File: src/rts_pkg.sv
// Package for the reset and time-out sequencer: offsets, fields, timing, types.
package rts_pkg;

    // ==========================================================
    // Clock and timing
    localparam int MCLK_MHZ = 250;
    localparam int PWRUP_DELAY_MS = 72;
    localparam int BROWNOUT_MIN_US = 100;
    localparam int OSC_STARTUP_CYCLES = 1024;
    // Least time in clock cycles, exact product
    localparam int BROWNOUT_MIN_CYC = BROWNOUT_MIN_US * MCLK_MHZ;
    // RC tick divider of the power-up timer
    localparam int PWRUP_TICK_DIV = 250;
    localparam int PWRUP_TICKS = (PWRUP_DELAY_MS * 1000 * MCLK_MHZ) / PWRUP_TICK_DIV;
    localparam int CLKOUT_DIV = 4;

    // ==========================================================
    // Register map (byte addresses)
    localparam logic [11:0] ADDR_POWER_STATUS = 12'h000;
    localparam logic [11:0] ADDR_CORE_STATUS = 12'h004;
    localparam logic [11:0] ADDR_CONFIG = 12'h008;
    // Power status field positions
    localparam int BIT_BROWNOUT = 0;
    localparam int BIT_POWERON = 1;
    // Core status field positions
    localparam int BIT_PWRDN = 0;
    localparam int BIT_TO = 1;
    localparam int BIT_CAUSE = 4;
    // Config field positions
    localparam int BIT_OSC_LO = 0;
    localparam int BIT_OSC_HI = 1;
    localparam int BIT_TIMER_DIS = 3;
    localparam int BIT_DIP_EN = 6;
    localparam logic [7:0] POWER_STATUS_RST = 8'h00;

    // ==========================================================
    // Types
    typedef enum logic [1:0] {
        OSC_LOW_POWER = 2'b00,
        OSC_CRYSTAL = 2'b01,
        OSC_HIGH_SPEED = 2'b10,
        OSC_RESISTOR_CAP = 2'b11
    } rts_osc_mode_t;

    typedef enum logic [2:0] {
        CAUSE_NONE = 3'h0,
        CAUSE_POWER_ON = 3'h1,
        CAUSE_CLEAR_RUN = 3'h2,
        CAUSE_CLEAR_SLEEP = 3'h3,
        CAUSE_WATCHDOG = 3'h4,
        CAUSE_BROWNOUT = 3'h5
    } rts_cause_t;

    // Gray along HOLD -> TIMER -> SETTLE -> WAITPIN -> RUN
    typedef enum logic [2:0] {
        ST_HOLD = 3'b000,
        ST_TIMER = 3'b001,
        ST_SETTLE = 3'b011,
        ST_WAITPIN = 3'b010,
        ST_RUN = 3'b110
    } rts_state_t;

    typedef struct packed {
        logic brownoutEnable;
        logic powerUpTimerDisable;
        rts_osc_mode_t oscMode;
    } rts_config_t;

    typedef struct packed {
        logic [11:0] paddr;
        logic psel;
        logic penable;
        logic pwrite;
        logic [31:0] pwdata;
    } rts_apb_req_t;

    typedef struct packed {
        logic [31:0] prdata;
        logic pready;
        logic pslverr;
    } rts_apb_rsp_t;

endpackage : rts_pkg

File: src/rts_sequencer.sv
// Reset and start-up time-out sequencer with cause flags and APB registers.
`timescale 1ns/1ns
module rts_sequencer
    import rts_pkg::*;
#(
    parameter int PWRUP_TICKS_P = PWRUP_TICKS,
    parameter int BROWNOUT_CYC_P = BROWNOUT_MIN_CYC,
    parameter int CLEAR_FILTER_CYC = 8
)
(
    // Clock and reset
    input wire logic mclk,
    input wire logic srst,
    // Reset sources
    input wire logic powerOnPulse,
    input wire logic masterClearN,
    input wire logic watchdogReset,
    input wire logic brownoutDetect,
    input wire logic sleepWake,
    input wire logic coreSleeping,
    // Oscillator
    input wire logic oscillatorInput,
    output logic oscillatorOutput,
    // Master-clear pin drive, never driven
    output logic masterClearOut,
    output logic masterClearOeN,
    // Core side
    output logic coreResetOut,
    output logic coreRetain,
    // APB slave
    input rts_pkg::rts_apb_req_t apbReq,
    output rts_pkg::rts_apb_rsp_t apbRsp
);
    import rts_pkg::*;

    // ==========================================================
    // Input synchronisers
    logic [2:0] clrSync_q;
    logic [2:0] oscSync_q;
    logic [2:0] dipSync_q;
    logic clrLevel_q;
    logic dipLevel_q;
    logic oscLevel_q;
    logic oscEdge;

    always_ff @(posedge mclk)
    begin
        if (srst)
        begin
            clrSync_q <= 3'h7;
            oscSync_q <= 3'h0;
            dipSync_q <= 3'h0;
            clrLevel_q <= 1'b1;
            dipLevel_q <= 1'b0;
            oscLevel_q <= 1'b0;
        end
        else
        begin
            clrSync_q <= {clrSync_q[1:0], masterClearN};
            oscSync_q <= {oscSync_q[1:0], oscillatorInput};
            dipSync_q <= {dipSync_q[1:0], brownoutDetect};
            if (clrSync_q[1] == clrSync_q[2])
                clrLevel_q <= clrSync_q[2];
            if (dipSync_q[1] == dipSync_q[2])
                dipLevel_q <= dipSync_q[2];
            if (oscSync_q[1] == oscSync_q[2])
                oscLevel_q <= oscSync_q[2];
        end
    end

    assign oscEdge = (oscSync_q[2] & oscSync_q[1]) & ~oscLevel_q;

    // ==========================================================
    // Configuration register
    rts_config_t cfg_q;
    logic apbWrite;
    logic apbRead;
    logic powerUpEnabled;
    logic crystalMode;

    assign apbWrite = apbReq.psel & apbReq.penable & apbReq.pwrite;
    assign apbRead = apbReq.psel & apbReq.penable & ~apbReq.pwrite;
    assign powerUpEnabled = ~cfg_q.powerUpTimerDisable | cfg_q.brownoutEnable;
    assign crystalMode = (cfg_q.oscMode != OSC_RESISTOR_CAP);

    always_ff @(posedge mclk)
    begin
        if (srst)
            cfg_q <= '0;
        else if (apbWrite && apbReq.paddr == ADDR_CONFIG)
        begin
            cfg_q.oscMode <= rts_osc_mode_t'({apbReq.pwdata[BIT_OSC_HI], apbReq.pwdata[BIT_OSC_LO]});
            cfg_q.powerUpTimerDisable <= apbReq.pwdata[BIT_TIMER_DIS];
            cfg_q.brownoutEnable <= apbReq.pwdata[BIT_DIP_EN];
        end
    end

    // ==========================================================
    // Master-clear noise filter
    logic [15:0] clrCount_q;
    logic clrLow_q;
    logic clrLowPrev_q;

    always_ff @(posedge mclk)
    begin
        if (srst)
        begin
            clrCount_q <= '0;
            clrLow_q <= 1'b0;
            clrLowPrev_q <= 1'b0;
        end
        else
        begin
            clrLowPrev_q <= clrLow_q;
            if (clrLevel_q)
            begin
                clrCount_q <= '0;
                clrLow_q <= 1'b0;
            end
            else if (clrCount_q < 16'(CLEAR_FILTER_CYC))
                clrCount_q <= clrCount_q + 16'h0001;
            else
                clrLow_q <= 1'b1;
        end
    end

    // ==========================================================
    // Brown-out duration filter
    logic [31:0] dipCount_q;
    logic dipActive;

    always_ff @(posedge mclk)
    begin
        if (srst || !dipLevel_q || !cfg_q.brownoutEnable)
            dipCount_q <= '0;
        else if (dipCount_q < 32'(BROWNOUT_CYC_P))
            dipCount_q <= dipCount_q + 32'h1;
    end
    assign dipActive = cfg_q.brownoutEnable && dipCount_q >= 32'(BROWNOUT_CYC_P);

    // ==========================================================
    // Sequencer
    rts_state_t state_q;
    rts_cause_t cause_q;
    logic [31:0] tickDiv_q;
    logic [31:0] timerCount_q;
    logic [10:0] settleCnt_q;
    logic runSettle_q;
    logic rcTick;
    logic dipHeld_q;

    assign rcTick = (tickDiv_q == 32'(PWRUP_TICK_DIV - 1));

    always_ff @(posedge mclk)
    begin
        if (srst || state_q != ST_TIMER || rcTick)
            tickDiv_q <= '0;
        else
            tickDiv_q <= tickDiv_q + 32'h1;
    end

    always_ff @(posedge mclk)
    begin
        if (srst)
        begin
            state_q <= ST_HOLD;
            cause_q <= CAUSE_POWER_ON;
            timerCount_q <= '0;
            settleCnt_q <= '0;
            runSettle_q <= 1'b1;
            dipHeld_q <= 1'b0;
        end
        else if (powerOnPulse)
        begin
            state_q <= ST_HOLD;
            cause_q <= CAUSE_POWER_ON;
            runSettle_q <= 1'b1;
            dipHeld_q <= 1'b0;
        end
        else if (dipActive || (dipHeld_q && dipLevel_q))
        begin
            state_q <= ST_HOLD;
            cause_q <= CAUSE_BROWNOUT;
            runSettle_q <= 1'b1;
            dipHeld_q <= 1'b1;
        end
        else if (clrLow_q && !clrLowPrev_q && state_q == ST_RUN)
        begin
            state_q <= ST_WAITPIN;
            cause_q <= coreSleeping ? CAUSE_CLEAR_SLEEP : CAUSE_CLEAR_RUN;
        end
        else if (watchdogReset && state_q == ST_RUN)
        begin
            state_q <= ST_WAITPIN;
            cause_q <= CAUSE_WATCHDOG;
        end
        else if (sleepWake && state_q == ST_RUN && crystalMode)
        begin
            state_q <= ST_SETTLE;
            cause_q <= CAUSE_NONE;
            settleCnt_q <= '0;
            // Wake must count even after a plain reset
            runSettle_q <= 1'b1;
        end
        else
        begin
            unique case (state_q)
                ST_HOLD:
                begin
                    dipHeld_q <= 1'b0;
                    timerCount_q <= '0;
                    settleCnt_q <= '0;
                    state_q <= powerUpEnabled ? ST_TIMER : ST_SETTLE;
                end
                ST_TIMER:
                begin
                    if (rcTick)
                        timerCount_q <= timerCount_q + 32'h1;
                    if (timerCount_q >= 32'(PWRUP_TICKS_P))
                        state_q <= ST_SETTLE;
                end
                ST_SETTLE:
                begin
                    if (!crystalMode || !runSettle_q || settleCnt_q == 11'(OSC_STARTUP_CYCLES))
                        state_q <= ST_WAITPIN;
                    else if (oscEdge)
                        settleCnt_q <= settleCnt_q + 11'h001;
                end
                ST_WAITPIN:
                begin
                    runSettle_q <= 1'b0;
                    if (clrLevel_q)
                        state_q <= ST_RUN;
                end
                ST_RUN:
                    state_q <= ST_RUN;
                default:
                    state_q <= ST_HOLD;
            endcase
        end
    end

    always_ff @(posedge mclk)
    begin
        if (srst)
            coreResetOut <= 1'b1;
        else
            // Pin level gates release in WAITPIN; short pin glitches stay out
            coreResetOut <= (state_q != ST_RUN);
    end

    assign coreRetain = 1'b1;
    assign masterClearOut = 1'b0;
    assign masterClearOeN = 1'b1;

    // ==========================================================
    // Status flags
    logic timeoutN_q;
    logic powerdownN_q;
    logic brownoutFlag_q;
    logic powerOnFlag_q;
    logic causeEvent;

    assign causeEvent = (state_q == ST_HOLD) || (state_q == ST_WAITPIN && cause_q != CAUSE_NONE);

    always_ff @(posedge mclk)
    begin
        if (srst)
        begin
            timeoutN_q <= 1'b1;
            powerdownN_q <= 1'b1;
        end
        else if (causeEvent)
        begin
            unique case (cause_q)
                CAUSE_POWER_ON, CAUSE_BROWNOUT:
                begin
                    timeoutN_q <= 1'b1;
                    powerdownN_q <= 1'b1;
                end
                CAUSE_WATCHDOG:
                    timeoutN_q <= 1'b0;
                CAUSE_CLEAR_SLEEP:
                begin
                    timeoutN_q <= 1'b1;
                    powerdownN_q <= 1'b0;
                end
                CAUSE_CLEAR_RUN, CAUSE_NONE:
                    timeoutN_q <= timeoutN_q;
                default:
                    timeoutN_q <= timeoutN_q;
            endcase
        end
        else if (coreSleeping)
            powerdownN_q <= 1'b0;
    end

    always_ff @(posedge mclk)
    begin
        if (srst)
        begin
            brownoutFlag_q <= POWER_STATUS_RST[BIT_BROWNOUT];
            powerOnFlag_q <= POWER_STATUS_RST[BIT_POWERON];
        end
        else
        begin
            if (state_q == ST_HOLD && cause_q == CAUSE_BROWNOUT)
                brownoutFlag_q <= 1'b0;
            else if (apbWrite && apbReq.paddr == ADDR_POWER_STATUS)
                brownoutFlag_q <= apbReq.pwdata[BIT_BROWNOUT];
            if (state_q == ST_HOLD && cause_q == CAUSE_POWER_ON)
                powerOnFlag_q <= 1'b0;
            else if (apbWrite && apbReq.paddr == ADDR_POWER_STATUS)
                powerOnFlag_q <= apbReq.pwdata[BIT_POWERON];
        end
    end

    // ==========================================================
    // Clock output divider
    logic [1:0] clkDiv_q;

    // divide by four in RC mode
    always_ff @(posedge mclk)
    begin
        if (srst)
        begin
            clkDiv_q <= 2'h0;
            oscillatorOutput <= 1'b0;
        end
        else if (cfg_q.oscMode == OSC_RESISTOR_CAP)
        begin
            if (oscEdge)
                clkDiv_q <= clkDiv_q + 2'h1;
            oscillatorOutput <= clkDiv_q[1];
        end
        else
            oscillatorOutput <= 1'b0;
    end

    // ==========================================================
    // APB read path
    logic [31:0] rdData;
    logic [31:0] prData_q;
    logic addrOk;

    always_comb
    begin
        rdData = 32'h0;
        addrOk = 1'b1;
        unique case (apbReq.paddr)
            ADDR_POWER_STATUS:
            begin
                rdData[BIT_POWERON] = powerOnFlag_q;
                rdData[BIT_BROWNOUT] = brownoutFlag_q;
            end
            ADDR_CORE_STATUS:
            begin
                rdData[BIT_PWRDN] = powerdownN_q;
                rdData[BIT_TO] = timeoutN_q;
                rdData[BIT_CAUSE +: 3] = cause_q;
            end
            ADDR_CONFIG:
            begin
                rdData[BIT_OSC_LO] = cfg_q.oscMode[0];
                rdData[BIT_OSC_HI] = cfg_q.oscMode[1];
                rdData[BIT_TIMER_DIS] = cfg_q.powerUpTimerDisable;
                rdData[BIT_DIP_EN] = cfg_q.brownoutEnable;
            end
            default:
                addrOk = 1'b0;
        endcase
    end

    always_ff @(posedge mclk)
    begin
        if (srst)
            prData_q <= 32'h0;
        else if (apbReq.psel && !apbReq.penable)
            prData_q <= rdData;
    end

    // One driver for the whole response
    assign apbRsp = '{prdata: prData_q, pready: 1'b1, pslverr: apbReq.psel & apbReq.penable & ~addrOk};

    logic unusedRead;
    assign unusedRead = apbRead;

endmodule : rts_sequencer

File: config.mk
export PLATFORM = sky130hd
export DESIGN_NAME = rts_sequencer
export DESIGN_NICKNAME = d
export VERILOG_FILES = /design/src/rts_pkg.sv /design/src/rts_sequencer.sv
export SDC_FILE = /design/constraint.sdc
export NUM_CORES = 1
export LEC_CHECK = 0
export BUFFER_PORTS_ARGS = -buffer_cell sky130_fd_sc_hd__buf_4
export CAP_MARGIN = 20
export CORE_MARGIN = 1.5
export CORE_UTILIZATION = 29
export CTS_CLUSTER_DIAMETER = 40
export CTS_CLUSTER_SIZE = 12
export DETAILED_ROUTE_END_ITERATION = 8
export HOLD_SLACK_MARGIN = 0.15
export PLACE_DENSITY_LB_ADDON = 0.3
export SYNTH_ARGS = -nofsm -noshare
export SYNTH_HDL_FRONTEND = slang
export SYNTH_SLANG_ARGS = --single-unit
File: constraint.sdc
create_clock -name mclk -period 2.65 [get_ports mclk]
set_input_delay 0.795 -clock mclk [delete_from_list [all_inputs] [get_ports mclk]]
set_output_delay 0.795 -clock mclk [all_outputs]
set_load 0.005 [all_outputs]
Yosys cells after proc, flatten, opt, wreduce, memory -nomap -nowiden
Index checks and enable logic that the tools add are counted.
{ "classes": {"add_sub_neg": 6, "n_lt_le_gt_ge": 4, "n_eq_ne": 35, "mux": 35, "bitwise": 15, "reduce_logical": 59} }
{ "ops": {"columns": ["operator", "n"], "rows": [
  ["32-bit by 1-bit adder with 32-bit output, second input constant", 3],
  ["32-bit one-hot mux with 2 select lines", 1],
  ["11-bit two-way mux", 3],
  ["32-bit by 8-bit equality test with 1-bit output, second input constant", 1],
  ["32-bit by 15-bit >= comparator with 1-bit output, second input constant", 1],
  ["32-bit by 17-bit >= comparator with 1-bit output, second input constant", 1],
  ["32-bit by 15-bit less-than comparator with 1-bit output, second input constant", 1],
  ["32-bit two-way mux", 1],
  ["11-bit one-hot mux with 2 select lines", 1],
  ["3-bit two-way mux", 7],
  ["3-bit inequality test, second input constant", 6],
  ["16-bit by 1-bit adder with 16-bit output, second input constant", 1],
  ["16-bit by 4-bit less-than comparator with 1-bit output, second input constant", 1],
  ["2-bit inequality test, second input constant", 8],
  ["5-bit inequality test, second input constant", 3],
  ["3-bit one-hot mux with 5 select lines", 1],
  ["7-bit AND reduction", 2],
  ["1-bit logical AND", 13],
  ["12-bit by 3-bit equality test with 1-bit output, second input constant", 1],
  ["12-bit by 4-bit equality test with 1-bit output, second input constant", 1],
  ["12-bit logical NOT", 1],
  ["1-bit two-way mux", 12],
  ["3-bit AND reduction", 4],
  ["2-bit OR reduction", 6],
  ["other kinds (26)", 74]
]} }
{ "word_totals": {"regBits": 163, "in_bits": 56, "wordCells": 185} }

Logic depth before layout (Yosys ltp)
Gate-level depths: netlist of the first run.
{ "logic_depth": {"ltp_word": 9, "depth_mapped": 10, "mapped_depth_nobuf": 8} }

Least setup slack after synthesis of the first run
OpenSTA, ideal clock, no wires.
{ "synth_timing": {"kind": "input -> register", "start": "input port apbReq[42] in the netlist's numbering", "end": "register brownoutFlag_q", "setup_ps": 86, "t_arrival_ps": 2525, "required_time_ps": 2564, "setup_slack_ps": 39, "stages": 6, "n_path_buf": 0, "cell_sequence": "or4_1 > nor4_4 > nand4_1 > or3_1 > mux2i_1 > a211oi_1"} }
{ "synth_between": {"elab_chain_cells": 2} }
{ "synth_lines": {"columns": ["element", "line", "source"], "rows": [
  ["start: declaration", "rts_sequencer.sv:31", "input rts_pkg::rts_apb_req_t apbReq,"],
  ["12-bit logical NOT", "rts_sequencer.sv:309", "else if (apbWrite && apbReq.paddr == ADDR_POWER_STATUS)"],
  ["1-bit logical AND", "rts_sequencer.sv:309", null],
  ["end signal: assignment", "rts_sequencer.sv:302", "brownoutFlag_q <= POWER_STATUS_RST[BIT_BROWNOUT];"],
  ["end signal: assignment", "rts_sequencer.sv:310", "brownoutFlag_q <= apbReq.pwdata[BIT_BROWNOUT];"],
  ["end: declaration", "rts_sequencer.sv:260", "logic brownoutFlag_q;"]
]} }
Every way passes these cells.
A chain may end at the register's enable or synchronous reset.

==> reports/qor.txt, run 1 <==
SYNTHESIS
-----------------------------------------------------------------------------------------------------
Post-synth top area cell ............................................................... sky130_fd_sc_hd__dfxtp_1
Post-synthesis sequential area ratio ...................................................        0.429
Post-synthesis average cell area .......................................................     8.67 um2
Share of the synthesized area in the top cell type .....................................        0.429
Yosys cell types .......................................................................           66
Warning count from the yosys run .......................................................            0
Count of mapped cells out of synthesis .................................................          876
Main combinational cell family by area after synthesis ................................. simple AND/OR/NAND/NOR gates
Share of synthesized area spent on multiplexers ........................................       0.0132
Cell types occupying the most area after synthesis ..................................... sky130_fd_sc_hd__dfxtp_1 (43%), sky130_fd_sc_hd__nor2_1 (4.5%), sky130_fd_sc_hd__xnor2_1 (4.3%), sky130_fd_sc_hd__a21oi_1 (3.2%), sky130_fd_sc_hd__nor4_1 (3.0%)
Fraction of registers with async set/reset .............................................            0
Cell Area, Synth .......................................................................     7600 um2
XOR/XNOR Fraction of Synth Area ........................................................       0.0680
Flop and latch count out of synthesis ..................................................          163
Most instantiated flip-flop cell in the synthesis netlist .............................. sky130_fd_sc_hd__dfxtp_1
Compound-Gate Fraction of Synth Area ...................................................        0.105
Post-synthesis share of cell area spent on full adders, half adders and majority gates .       0.0165
Synth Area in Simple Gates .............................................................        0.301
Number of synthesized flops with an enable pin .........................................            0

TIMING
-----------------------------------------------------------------------------------------------------
Worst-Margin Slew ......................................................................     0.507 ns
Slew Limit Headroom ....................................................................        0.660
Slack of the critical path .............................................................   -0.0560 ns
Highest achievable clock rate ..........................................................      370 MHz
Layout Skew ............................................................................    0.0144 ns
Minimum period implied by the final worst setup slack ..................................      2.71 ns
RSZ-0062 raised after global routing ...................................................         true
Final setup violation count ............................................................            1
Final sum of negative setup slack ......................................................   -0.0560 ns
Final hold violation count .............................................................            0
Final count of pins violating max slew .................................................            0
Crit share post-route ..................................................................         1.02
Min Hold Slack .........................................................................     0.411 ns

WORST SETUP PATH
-----------------------------------------------------------------------------------------------------
Number of cells on the worst reg-to-reg path ...........................................            7
Crit end category ......................................................................   output pin
Destination of the worst register-to-register timing path .............................. timerCount_q[31]
Worst Path Arrival .....................................................................      1.91 ns
Reg-to-reg critical path startpoint .................................................... tickDiv_q[30]
Type of element launching the critical path ............................................ primary input
Worst Setup Path Type .................................................................. primary input to output pin
Data required, critical path ...........................................................      1.86 ns
Critical-path maximum fanout ...........................................................            2
Worst R2R Setup Slack ..................................................................      0.10 ns

OUTCOME
-----------------------------------------------------------------------------------------------------
Failing checks ......................................................................... negative setup slack
Run status ............................................................................. complete, but fails checks

CLOCK NETWORK
-----------------------------------------------------------------------------------------------------
Clock transition at the registers of the reported paths ................................      0.07 ns
Number of clock buffers inserted by TritonCTS ..........................................           17
Root Buffer Master ..................................................................... sky130_fd_sc_hd__clkbuf_16
Hold buffer count at cts ...............................................................            0
Clock Path Buffers .....................................................................            2
Max H-tree Level .......................................................................            4
Clk_lat worst skew .....................................................................      0.43 ns
Clock sink count .......................................................................          163
CTS tree ...............................................................................         done

FINAL LAYOUT
-----------------------------------------------------------------------------------------------------
Final-layout fill cell count ...........................................................         2667
Sequential cell area ...................................................................     3260 um2
Number of nets in the layout ...........................................................          996
Layout cell share with drive strength beyond 1 .........................................        0.143
Multi-input logic area .................................................................     3960 um2
Number of diodes .......................................................................            0
Layout Area Growth over Synthesis ......................................................        17.5%

POWER
-----------------------------------------------------------------------------------------------------
Power density cells ....................................................................   571 nW/um2
Cell leakage power .....................................................................      3.12 nW
Worst ir drop on vdd ...................................................................       453 uV

PLACEMENT
-----------------------------------------------------------------------------------------------------
Gp weighted congestion .................................................................        0.755
Placement Setup Slack ..................................................................    -0.140 ns
Port Buffers ...........................................................................           36
Post-DP HPWL ...........................................................................     11300 um

GLOBAL ROUTING
-----------------------------------------------------------------------------------------------------
Total congestion overflow after global routing .........................................            0
Number of antenna violations at the first check in global routing ......................            0
Overall routing resource usage .........................................................        0.126
Maximum number of pins on one net before global-route repair ...........................           34
Global-route wire length before repair .................................................     27600 um
Via count of the first global-routing pass .............................................         5737

DETAILED ROUTING
-----------------------------------------------------------------------------------------------------
First-pass iteration count of the detailed router ......................................            5
Avg WL per Cell ........................................................................      12.6 um
First-iteration detailed-routing DRC count .............................................          272
Number of nets with antenna violations after detailed routing ..........................            0
Total detailed-routing wirelength ......................................................     16100 um
Drc violations .........................................................................            0
Post-detailed-route via-to-cell ratio ..................................................         4.77
Count of vias placed by the detailed router ............................................         6099

WORST HOLD PATH
-----------------------------------------------------------------------------------------------------
Hold Startpoint ........................................................................ clrSync_q[0]
Classification of the worst-slack hold path ............................................ flip-flop to flip-flop
End point of the most critical hold path ............................................... clrSync_q[1]
Depth of the worst hold-timing path ....................................................            1

DIE
-----------------------------------------------------------------------------------------------------
# IOs ..................................................................................           95
Overall die area .......................................................................    27200 um2
Standard-cell rows .....................................................................           59
Die X-Extent ...........................................................................       165 um
Starting density of the core ...........................................................        0.293
Die extent in y ........................................................................       165 um
Placeable Area .........................................................................    25900 um2

JOB
-----------------------------------------------------------------------------------------------------
Number of max-cap violations ...........................................................            0

==> synthesized netlist by cell type, drive strengths merged (4+ instances only) <==
master / count
a21oi: 48
xor2: 22
dfxtp: 163
a211oi: 4
nor4: 42
or3: 13
and4: 13
nand3: 42
nor2: 92
ha: 10
nand4: 33
mux2i: 10
nand2: 58
nor3b: 4
nor2b: 14
nand2b: 8
o21a: 4
o21ai: 25
a21o: 5
a31o: 4
and3: 12
buf: 43
xnor2: 37
clkbuf: 27
or4: 15
o31ai: 16
inv: 26
nor3: 16
and2: 35
==> routing by layer <==
layer	track usage	wire (um)	vias to the layer above
li1	-	-	3155
met1	0.169	8100	2828
met2	0.201	7320	98
met3	0.0241	459	18
met4	0.0479	261	0
met5	0	0	-
==> cell families after synthesis <==
logic type | count (synthesis)
adder cells (fa/ha/maj) | 10
other | 2
multiplexers | 10
XOR/XNOR | 59
buffers and inverters | 96
AND/OR/NAND/NOR | 412
flip-flops | 163
AO/OA/AOI/OAI | 124
==> per-stage QoR <==
| step | cells | area [um2] | total power (W) | util |
|---|---|---|---|---|
| final | 1278 | 8930 | 0.00510 | 0.345 |
| after global routing | 1278 | 8930 | 0.00532 | 0.345 |
| after floorplan | 904 | 7700 | 0.00268 | - |
| after CTS | 1277 | 8920 | 0.00517 | 0.344 |
| after detailed placement | 1244 | 8320 | 0.00274 | 0.321 |
| after global placement | 1244 | 8320 | 0.00274 | 0.321 |
==> placed cells by master (no fill, tap or decap), types with 5 or more instances in the layout <==
| master | netlist | final |
|---|---|---|
| sky130_fd_sc_hd__a21o_1 | 5 | 5 |
| sky130_fd_sc_hd__a21oi_1 | 48 | 48 |
| sky130_fd_sc_hd__and2_1 | 35 | 35 |
| sky130_fd_sc_hd__and3_1 | 12 | 12 |
| sky130_fd_sc_hd__and4_1 | 12 | 12 |
| sky130_fd_sc_hd__buf_4 | 30 | 74 |
| sky130_fd_sc_hd__clkbuf_16 | 0 | 17 |
| sky130_fd_sc_hd__conb_1 | 2 | 30 |
| sky130_fd_sc_hd__dfxtp_1 | 163 | 163 |
| sky130_fd_sc_hd__ha_1 | 10 | 10 |
| sky130_fd_sc_hd__inv_1 | 26 | 26 |
| sky130_fd_sc_hd__mux2i_1 | 10 | 10 |
| sky130_fd_sc_hd__nand2_1 | 58 | 58 |
| sky130_fd_sc_hd__nand2b_1 | 6 | 6 |
| sky130_fd_sc_hd__nand3_1 | 42 | 42 |
| sky130_fd_sc_hd__nand4_1 | 33 | 33 |
| sky130_fd_sc_hd__nor2_1 | 91 | 91 |
| sky130_fd_sc_hd__nor2b_1 | 14 | 14 |
| sky130_fd_sc_hd__nor3_1 | 16 | 16 |
| sky130_fd_sc_hd__nor4_1 | 37 | 37 |
| sky130_fd_sc_hd__o21ai_0 | 24 | 24 |
| sky130_fd_sc_hd__o31ai_1 | 14 | 14 |
| sky130_fd_sc_hd__or3_1 | 13 | 13 |
| sky130_fd_sc_hd__or4_1 | 15 | 13 |
| sky130_fd_sc_hd__xnor2_1 | 37 | 37 |
| sky130_fd_sc_hd__xor2_1 | 22 | 22 |
==> cell type report <==
type | instances | share of cell area
inverters | 26 | 0.0109
clock inverters | 15 | 0.0182
well taps | 335 | 0.0469
flip-flops and latches | 163 | 0.365
repair buffers | 77 | 0.0679
clock buffers | 17 | 0.0476
multi-input cells | 645 | 0.443
==> flip-flops by register name, summed over array words and instances, names as in the netlist, 2 cells and up <==
name          count
timerCount_q     32
oscSync_q         3
settleCnt_q      11
tickDiv_q        32
state_q           3
prData_q          6
cause_q           3
cfg_q             4
clkDiv_q          2
clrSync_q         3
dipSync_q         3
clrCount_q       16
dipCount_q       32
==> worst max-delay path by stage <==
stage / slack [ns] / cells after the start / to / start
after floorplan: 0.04 / 6 / brownoutFlag_q / apbReq[42]
after global placement: -0.13 / 5 / apbRsp[0] / apbReq[42]
after detailed placement: -0.14 / 5 / apbRsp[0] / apbReq[42]
after CTS: -0.1 / 5 / apbRsp[0] / apbReq[43]
after global routing: -0.1 / 5 / apbRsp[0] / apbReq[43]
final: -0.06 / 5 / apbRsp[0] / apbReq[41]
==> worst max-delay path: stages <==
cell	delay (ns)
sky130_fd_sc_hd__buf_4	0.11
sky130_fd_sc_hd__or4_4	0.51
sky130_fd_sc_hd__nor4_4	0.24
sky130_fd_sc_hd__a21oi_1	0.11
sky130_fd_sc_hd__buf_4	0.15
==> repair_timing <==
action | 4_1_cts | 5_1_grt
gates resized for setup | 2 | 1
pin swaps | 3 | 2
setup buffers | 1 | 1
setup endpoints to repair | 1 | 4
gates cloned | 0 | 0
hold endpoints to repair | 0 | 0
==> power breakdown <==
part | internal [W] | total, W | switching [W] | leakage [nW]
Combinational | 0.0000832 | 0.000212 | 0.000128 | 1.52
Clock | 0.00126 | 0.00241 | 0.00115 | 0.285
Sequential | 0.00246 | 0.00247 | 0.0000116 | 1.32
Power figures use the tool's default switching activity.
==> run 2, diff against run 1 <==
Settings changed: CTS_BUF_LIST set to sky130_fd_sc_hd__clkbuf_8 sky130_fd_sc_hd__clkbuf_16, GPL_TIMING_DRIVEN set to 0.
==> run 2 against run 1 <==
- critical path depth stayed put
- largest power group is now clock
- clock power grew 4%
- combinational power up 13%
- via count rose by 2.2%
- the flow still finishes with violations (negative setup slack)
- clock-buffer cell count unchanged
- total power up 2.3%
- die area did not move
- critical path type unchanged
==> reports/qor.txt, run 2 (synthesis gave the netlist of run 1 again) <==
OUTCOME
--------------------------------------------------------------------------------
Failing checks .................................................... negative setup slack
Run status ........................................................ complete, but fails checks

TIMING
--------------------------------------------------------------------------------
Layout Skew .......................................................    0.0203 ns
Crit share post-route .............................................         1.02
Slew Limit Headroom ...............................................        0.532
Minimum period implied by the final worst setup slack .............      2.70 ns
Final setup violation count .......................................            1
RSZ-0062 raised after global routing ..............................         true
Final sum of negative setup slack .................................   -0.0471 ns
Final hold violation count ........................................            0
Slack of the critical path ........................................   -0.0471 ns
Highest achievable clock rate .....................................      371 MHz
Final count of pins violating max slew ............................            0
Worst-Margin Slew .................................................     0.696 ns

CLOCK NETWORK
--------------------------------------------------------------------------------
Clock transition at the registers of the reported paths ...........      0.08 ns
Max H-tree Level ..................................................            4
CTS tree ..........................................................         done
Clk_lat worst skew ................................................      0.44 ns
Hold buffer count at cts ..........................................            0
Number of clock buffers inserted by TritonCTS .....................           17
Clock sink count ..................................................          163
Clock Path Buffers ................................................            2
Root Buffer Master ................................................ sky130_fd_sc_hd__clkbuf_16

POWER
--------------------------------------------------------------------------------
Power density cells ...............................................   574 nW/um2
Worst ir drop on vdd ..............................................       345 uV
Cell leakage power ................................................      3.19 nW

FINAL LAYOUT
--------------------------------------------------------------------------------
Top library cells by usage in the layout, fill and taps aside ..... sky130_fd_sc_hd__dfxtp_1 (163), sky130_fd_sc_hd__nor2_1 (90), sky130_fd_sc_hd__buf_4 (64)
Most common cell after layout, fill and taps aside ................ sky130_fd_sc_hd__dfxtp_1
Layout cell share with drive strength beyond 1 ....................        0.149
Layout Area Growth over Synthesis .................................        19.6%
Fin area ..........................................................     9090 um2
Number of nets in the layout ......................................         1025
Biggest regs ...................................................... dipCount_q x32, tickDiv_q x32, timerCount_q x32
Number of diodes ..................................................            0

DETAILED ROUTING
--------------------------------------------------------------------------------
Count of vias placed by the detailed router .......................         6231
Total detailed-routing wirelength .................................     16900 um
Avg WL per Cell ...................................................      13.0 um
Number of nets with antenna violations after detailed routing .....            0
First-iteration detailed-routing DRC count ........................          384
Post-detailed-route via-to-cell ratio .............................         4.77
First-pass iteration count of the detailed router .................            5
Drc violations ....................................................            0

WORST SETUP PATH
--------------------------------------------------------------------------------
Reg-to-reg critical path startpoint ............................... dipCount_q[10]
Worst Path Arrival ................................................      1.90 ns
Worst R2R Setup Slack .............................................      0.14 ns
Slowest stage delay, CP ...........................................      0.53 ns
Data required, critical path ......................................      1.86 ns
Critical path's slowest cell ...................................... sky130_fd_sc_hd__or4_4
Crit end category .................................................   output pin
Critical-path maximum fanout ......................................            2
Number of cells on the worst reg-to-reg path ......................            8
Destination of the worst register-to-register timing path ......... settleCnt_q[8]
Type of element launching the critical path ....................... primary input
Critical path cell sequence ....................................... buf_6 -> or4_4 -> nor4_4 -> a21oi_1 -> buf_4
Worst Setup Path Type ............................................. primary input to output pin

DIE
--------------------------------------------------------------------------------
Die X-Extent ......................................................       165 um
Overall die area ..................................................    27200 um2
Standard-cell rows ................................................           59
Starting density of the core ......................................        0.293
# IOs .............................................................           95
Die extent in y ...................................................       165 um
Placeable Area ....................................................    25900 um2

GLOBAL ROUTING
--------------------------------------------------------------------------------
Via count of the first global-routing pass ........................         5728
Global-route wire length before repair ............................     28500 um
Total congestion overflow after global routing ....................            0
Number of antenna violations at the first check in global routing .            0
Overall routing resource usage ....................................        0.130
Maximum number of pins on one net before global-route repair ......           21

PLACEMENT
--------------------------------------------------------------------------------
DP Area ...........................................................     8380 um2
Placement Setup Slack .............................................    -0.421 ns
Post-DP HPWL ......................................................     12000 um
Port Buffers ......................................................           34
Gp weighted congestion ............................................        0.780

WORST HOLD PATH
--------------------------------------------------------------------------------
End point of the most critical hold path .......................... clrSync_q[1]
Classification of the worst-slack hold path ....................... flip-flop to flip-flop
Depth of the worst hold-timing path ...............................            1
Hold Startpoint ................................................... clrSync_q[0]

JOB
--------------------------------------------------------------------------------
Number of max-cap violations ......................................            0

-- run 2: changes by cell type in the layout (fill, tap and decap cells not counted), moves of 3 or more --
cell and change:
sky130_fd_sc_hd__clkbuf_1 +25, sky130_fd_sc_hd__buf_4 -10, sky130_fd_sc_hd__buf_2 +9, sky130_fd_sc_hd__clkinv_8 +5, sky130_fd_sc_hd__nor4_1 -4, sky130_fd_sc_hd__nor4_2 +4, sky130_fd_sc_hd__buf_6 +3, sky130_fd_sc_hd__inv_6 -3
-- run 2: power breakdown --
group	total [W]	switching, W	internal (W)
logic	0.000240	0.000141	0.0000984
registers	0.00247	0.0000101	0.00246
clock network	0.00251	0.00121	0.00129
-- run 2: worst max-delay path: cells and delay by family --
kind            cells  cell delay [ns]
simple gates        2             0.77
buf+inv             2             0.23
compound gates      1             0.10
-- run 2: routing by layer --
| layer | share of wire | GRT usage | vias up |
|---|---|---|---|
| li1 | - | - | 3243 |
| met2 | 0.46 | 0.205 | 75 |
| met5 | 0 | 0 | - |
| met3 | 0.024 | 0.0218 | 14 |
| met1 | 0.51 | 0.179 | 2899 |
| met4 | 0.013 | 0.0426 | 0 |
-- run 2: worst max-delay path by stage --
stage	from	to	slack [ns]
6_report	apbReq[43]	apbRsp[0]	-0.05
5_1_grt	apbReq[43]	apbRsp[0]	-0.08
4_1_cts	apbReq[43]	apbRsp[0]	-0.11
3_5_place_dp	powerOnPulse	timerCount_q[4]	-0.42
3_3_place_gp	watchdogReset	settleCnt_q[2]	-0.37
2_1_floorplan	apbReq[42]	brownoutFlag_q	0.04
-- run 2: repair_timing --
action / CTS / global route
gates resized for setup: 4 / 13
pin swaps: 3 / 2
setup endpoints to repair: 11 / 37
setup buffers: 1 / 1
-- run 2: cell type report --
cell class / count / area [um2]
buffer: 70 / 408
clock buffer: 17 / 425
clock inverter: 15 / 201
fill: 2662 / 16800
inverter: 26 / 97.6
multi-input combinational: 645 / 4000
sequential: 163 / 3260
tap: 335 / 419
timing repair buffer: 36 / 278
-- run 2: metrics by stage --
stage	utilization	instances	hold slack [ns]	power [W]
finish	0.351	1307	0.402	0.00522
global route	0.351	1307	0.429	0.00541
CTS	0.348	1306	0.401	0.00528
detailed placement	0.323	1273	0.397	0.00276
global placement	0.323	1273	0.394	0.00276
floorplan	-	904	0.389	0.00268
==> run 3, diff against run 2 <==
Settings changed: RECOVER_POWER set to 25.
==> run 3 against run 2 <==
- the flow still finishes with violations (negative setup slack)
- wire length barely moved
- fmax is essentially flat
- non-clock buffer count unchanged
- utilization about the same
- flip-flop and latch count is the same
- first-iteration DRC count is 3.1% lower
- global-route usage unchanged
- clock skew grew 0.0024 ns
- clock-buffer cell count is the same
- critical path type unchanged
- largest cell class unchanged
- largest power group unchanged
==> reports/qor.txt, run 3 (synthesis gave the netlist of run 1 again) <==
FINAL LAYOUT
--------------------------------------------------------------------------------
Top library cells by usage in the layout, fill and taps aside ..... sky130_fd_sc_hd__dfxtp_1 (163), sky130_fd_sc_hd__nor2_1 (90), sky130_fd_sc_hd__nand2_1 (58), sky130_fd_sc_hd__buf_4 (58), sky130_fd_sc_hd__a21oi_1 (48)
Number of nets in the layout ......................................         1025
Multi-input logic area ............................................     4000 um2
Layout Area Growth over Synthesis .................................        19.5%
Sequential cell area ..............................................     3260 um2
Number of diodes ..................................................            0
Layout cell share with drive strength beyond 1 ....................        0.148
Final standard cell count with taps included and fillers excluded .         1307
Most common cell after layout, fill and taps aside ................ sky130_fd_sc_hd__dfxtp_1
Biggest regs ...................................................... dipCount_q x32, tickDiv_q x32, timerCount_q x32
Final-layout fill cell count ......................................         2661
Fin area ..........................................................     9080 um2

DIE
--------------------------------------------------------------------------------
Overall die area ..................................................    27200 um2
Placeable Area ....................................................    25900 um2
Standard-cell rows ................................................           59
# IOs .............................................................           95
Die X-Extent ......................................................       165 um
Die extent in y ...................................................       165 um
Starting density of the core ......................................        0.293

TIMING
--------------------------------------------------------------------------------
Minimum period implied by the final worst setup slack .............      2.70 ns
Min Hold Slack ....................................................     0.403 ns
RSZ-0062 raised after global routing ..............................         true
Slew Limit Headroom ...............................................        0.532
Layout Skew .......................................................    0.0227 ns
Slack of the critical path ........................................   -0.0467 ns
Worst-Margin Slew .................................................     0.696 ns
Final sum of negative setup slack .................................   -0.0467 ns
Highest achievable clock rate .....................................      371 MHz
Final setup violation count .......................................            1
Crit share post-route .............................................         1.02
Final hold violation count ........................................            0
Final count of pins violating max slew ............................            0

DETAILED ROUTING
--------------------------------------------------------------------------------
Post-detailed-route via-to-cell ratio .............................         4.77
First-pass iteration count of the detailed router .................            5
Drc violations ....................................................            0
Number of nets with antenna violations after detailed routing .....            0
Total detailed-routing wirelength .................................     16900 um
Avg WL per Cell ...................................................      13.0 um
First-iteration detailed-routing DRC count ........................          372
Count of vias placed by the detailed router .......................         6232

POWER
--------------------------------------------------------------------------------
Switching power share of the total ................................        0.262
Worst ir drop on vdd ..............................................       344 uV
Internal ..........................................................    0.00385 W
Switching power ...................................................    0.00137 W
Combinational group share of total power ..........................        0.046
Power density cells ...............................................   574 nW/um2
Clock network fraction of total power .............................        0.481
Cell leakage power ................................................      3.18 nW
Part of the total power dissipated in sequential elements .........        0.474

GLOBAL ROUTING
--------------------------------------------------------------------------------
Overall routing resource usage ....................................        0.130
Number of antenna violations at the first check in global routing .            0
Total congestion overflow after global routing ....................            0
Global-route wire length before repair ............................     28500 um
Maximum number of pins on one net before global-route repair ......           21
Via count of the first global-routing pass ........................         5728

WORST SETUP PATH
--------------------------------------------------------------------------------
Reg-to-reg critical path startpoint ............................... dipCount_q[10]
Critical path's slowest cell ...................................... sky130_fd_sc_hd__or4_4
Critical path cell sequence ....................................... buf_6 -> or4_4 -> nor4_4 -> a21oi_1 -> buf_4
Destination of the worst register-to-register timing path ......... settleCnt_q[8]
Data required, critical path ......................................      1.86 ns
Slowest stage delay, CP ...........................................      0.53 ns
Critical-path maximum fanout ......................................            2
Worst R2R Setup Slack .............................................      0.14 ns
Worst Setup Path Type ............................................. primary input to output pin
Number of cells on the worst reg-to-reg path ......................            8
Type of element launching the critical path ....................... primary input
Crit end category .................................................   output pin
Worst Path Arrival ................................................      1.90 ns

WORST HOLD PATH
--------------------------------------------------------------------------------
Depth of the worst hold-timing path ...............................            1
Hold Startpoint ................................................... clrSync_q[0]
End point of the most critical hold path .......................... clrSync_q[1]
Classification of the worst-slack hold path ....................... flip-flop to flip-flop

CLOCK NETWORK
--------------------------------------------------------------------------------
CTS tree ..........................................................         done
Clock transition at the registers of the reported paths ...........      0.08 ns
Hold buffer count at cts ..........................................            0
Clk_lat worst skew ................................................      0.44 ns
Clock Path Buffers ................................................            2
Max H-tree Level ..................................................            4
Number of clock buffers inserted by TritonCTS .....................           17
Clock sink count ..................................................          163
Root Buffer Master ................................................ sky130_fd_sc_hd__clkbuf_16

PLACEMENT
--------------------------------------------------------------------------------
DP Area ...........................................................     8380 um2
Number of cells in the design after placement .....................         1273
Port Buffers ......................................................           34
Gp weighted congestion ............................................        0.780
Post-DP HPWL ......................................................     12000 um
Placement Setup Slack .............................................    -0.421 ns

JOB
--------------------------------------------------------------------------------
Number of max-cap violations ......................................            0

OUTCOME
--------------------------------------------------------------------------------
Run status ........................................................ complete, but fails checks
Failing checks .................................................... negative setup slack

==> run 3: worst max-delay path, delay by kind of cell <==
family / cells / cell delay (ns)
buffers and inverters: 2 / 0.23
AND/OR/NAND/NOR: 2 / 0.77
AO/OA/AOI/OAI: 1 / 0.10
==> run 3: how the worst max path moves through the flow <==
stage | startpoint | to | cells after the start
after global placement | watchdogReset | settleCnt_q[2] | 8
after detailed placement | powerOnPulse | timerCount_q[4] | 7
after CTS | apbReq[43] | apbRsp[0] | 5
after global routing | apbReq[43] | apbRsp[0] | 5
after floorplan | apbReq[42] | brownoutFlag_q | 6
final | apbReq[43] | apbRsp[0] | 5
==> run 3: layout make-up <==
cell class | count | share of cell area
repair buffers | 36 | 0.0302
flip-flops and latches | 163 | 0.359
multi-input cells | 645 | 0.440
well taps | 335 | 0.0461
plain buffers | 70 | 0.0449
inverters | 26 | 0.0107
clock buffers | 17 | 0.0468
clock inverters | 15 | 0.0222
==> run 3: timing repair <==
item                       CTS  global route
setup buffers                1             1
pin swaps                    3             2
gates resized for setup      4            13
setup endpoints to repair   11            37
==> run 3: per-layer routing <==
layer / vias up / GRT usage / wire length, um
met5: - / 0 / 0
met4: 0 / 0.0426 / 179
met3: 13 / 0.0218 / 395
met2: 66 / 0.205 / 7780
met1: 2907 / 0.179 / 8580
li1: 3246 / - / -
==> run 3: power groups by stage <==
stage	Clock [W]	Combinational, W	Sequential [W]
6_report	0.00251	0.000240	0.00247
5_1_grt	0.00267	0.000267	0.00247
4_1_cts	0.00257	0.000234	0.00247
3_5_place_dp	0	0.000232	0.00253
3_3_place_gp	0	0.000231	0.00253
2_1_floorplan	0	0.000152	0.00252
==> run 3: through the flow <==
stage / power (W) / utilization
2_1_floorplan: 0.00268 / -
3_3_place_gp: 0.00276 / 0.323
3_5_place_dp: 0.00276 / 0.323
4_1_cts: 0.00528 / 0.348
5_1_grt: 0.00541 / 0.351
6_report: 0.00522 / 0.351
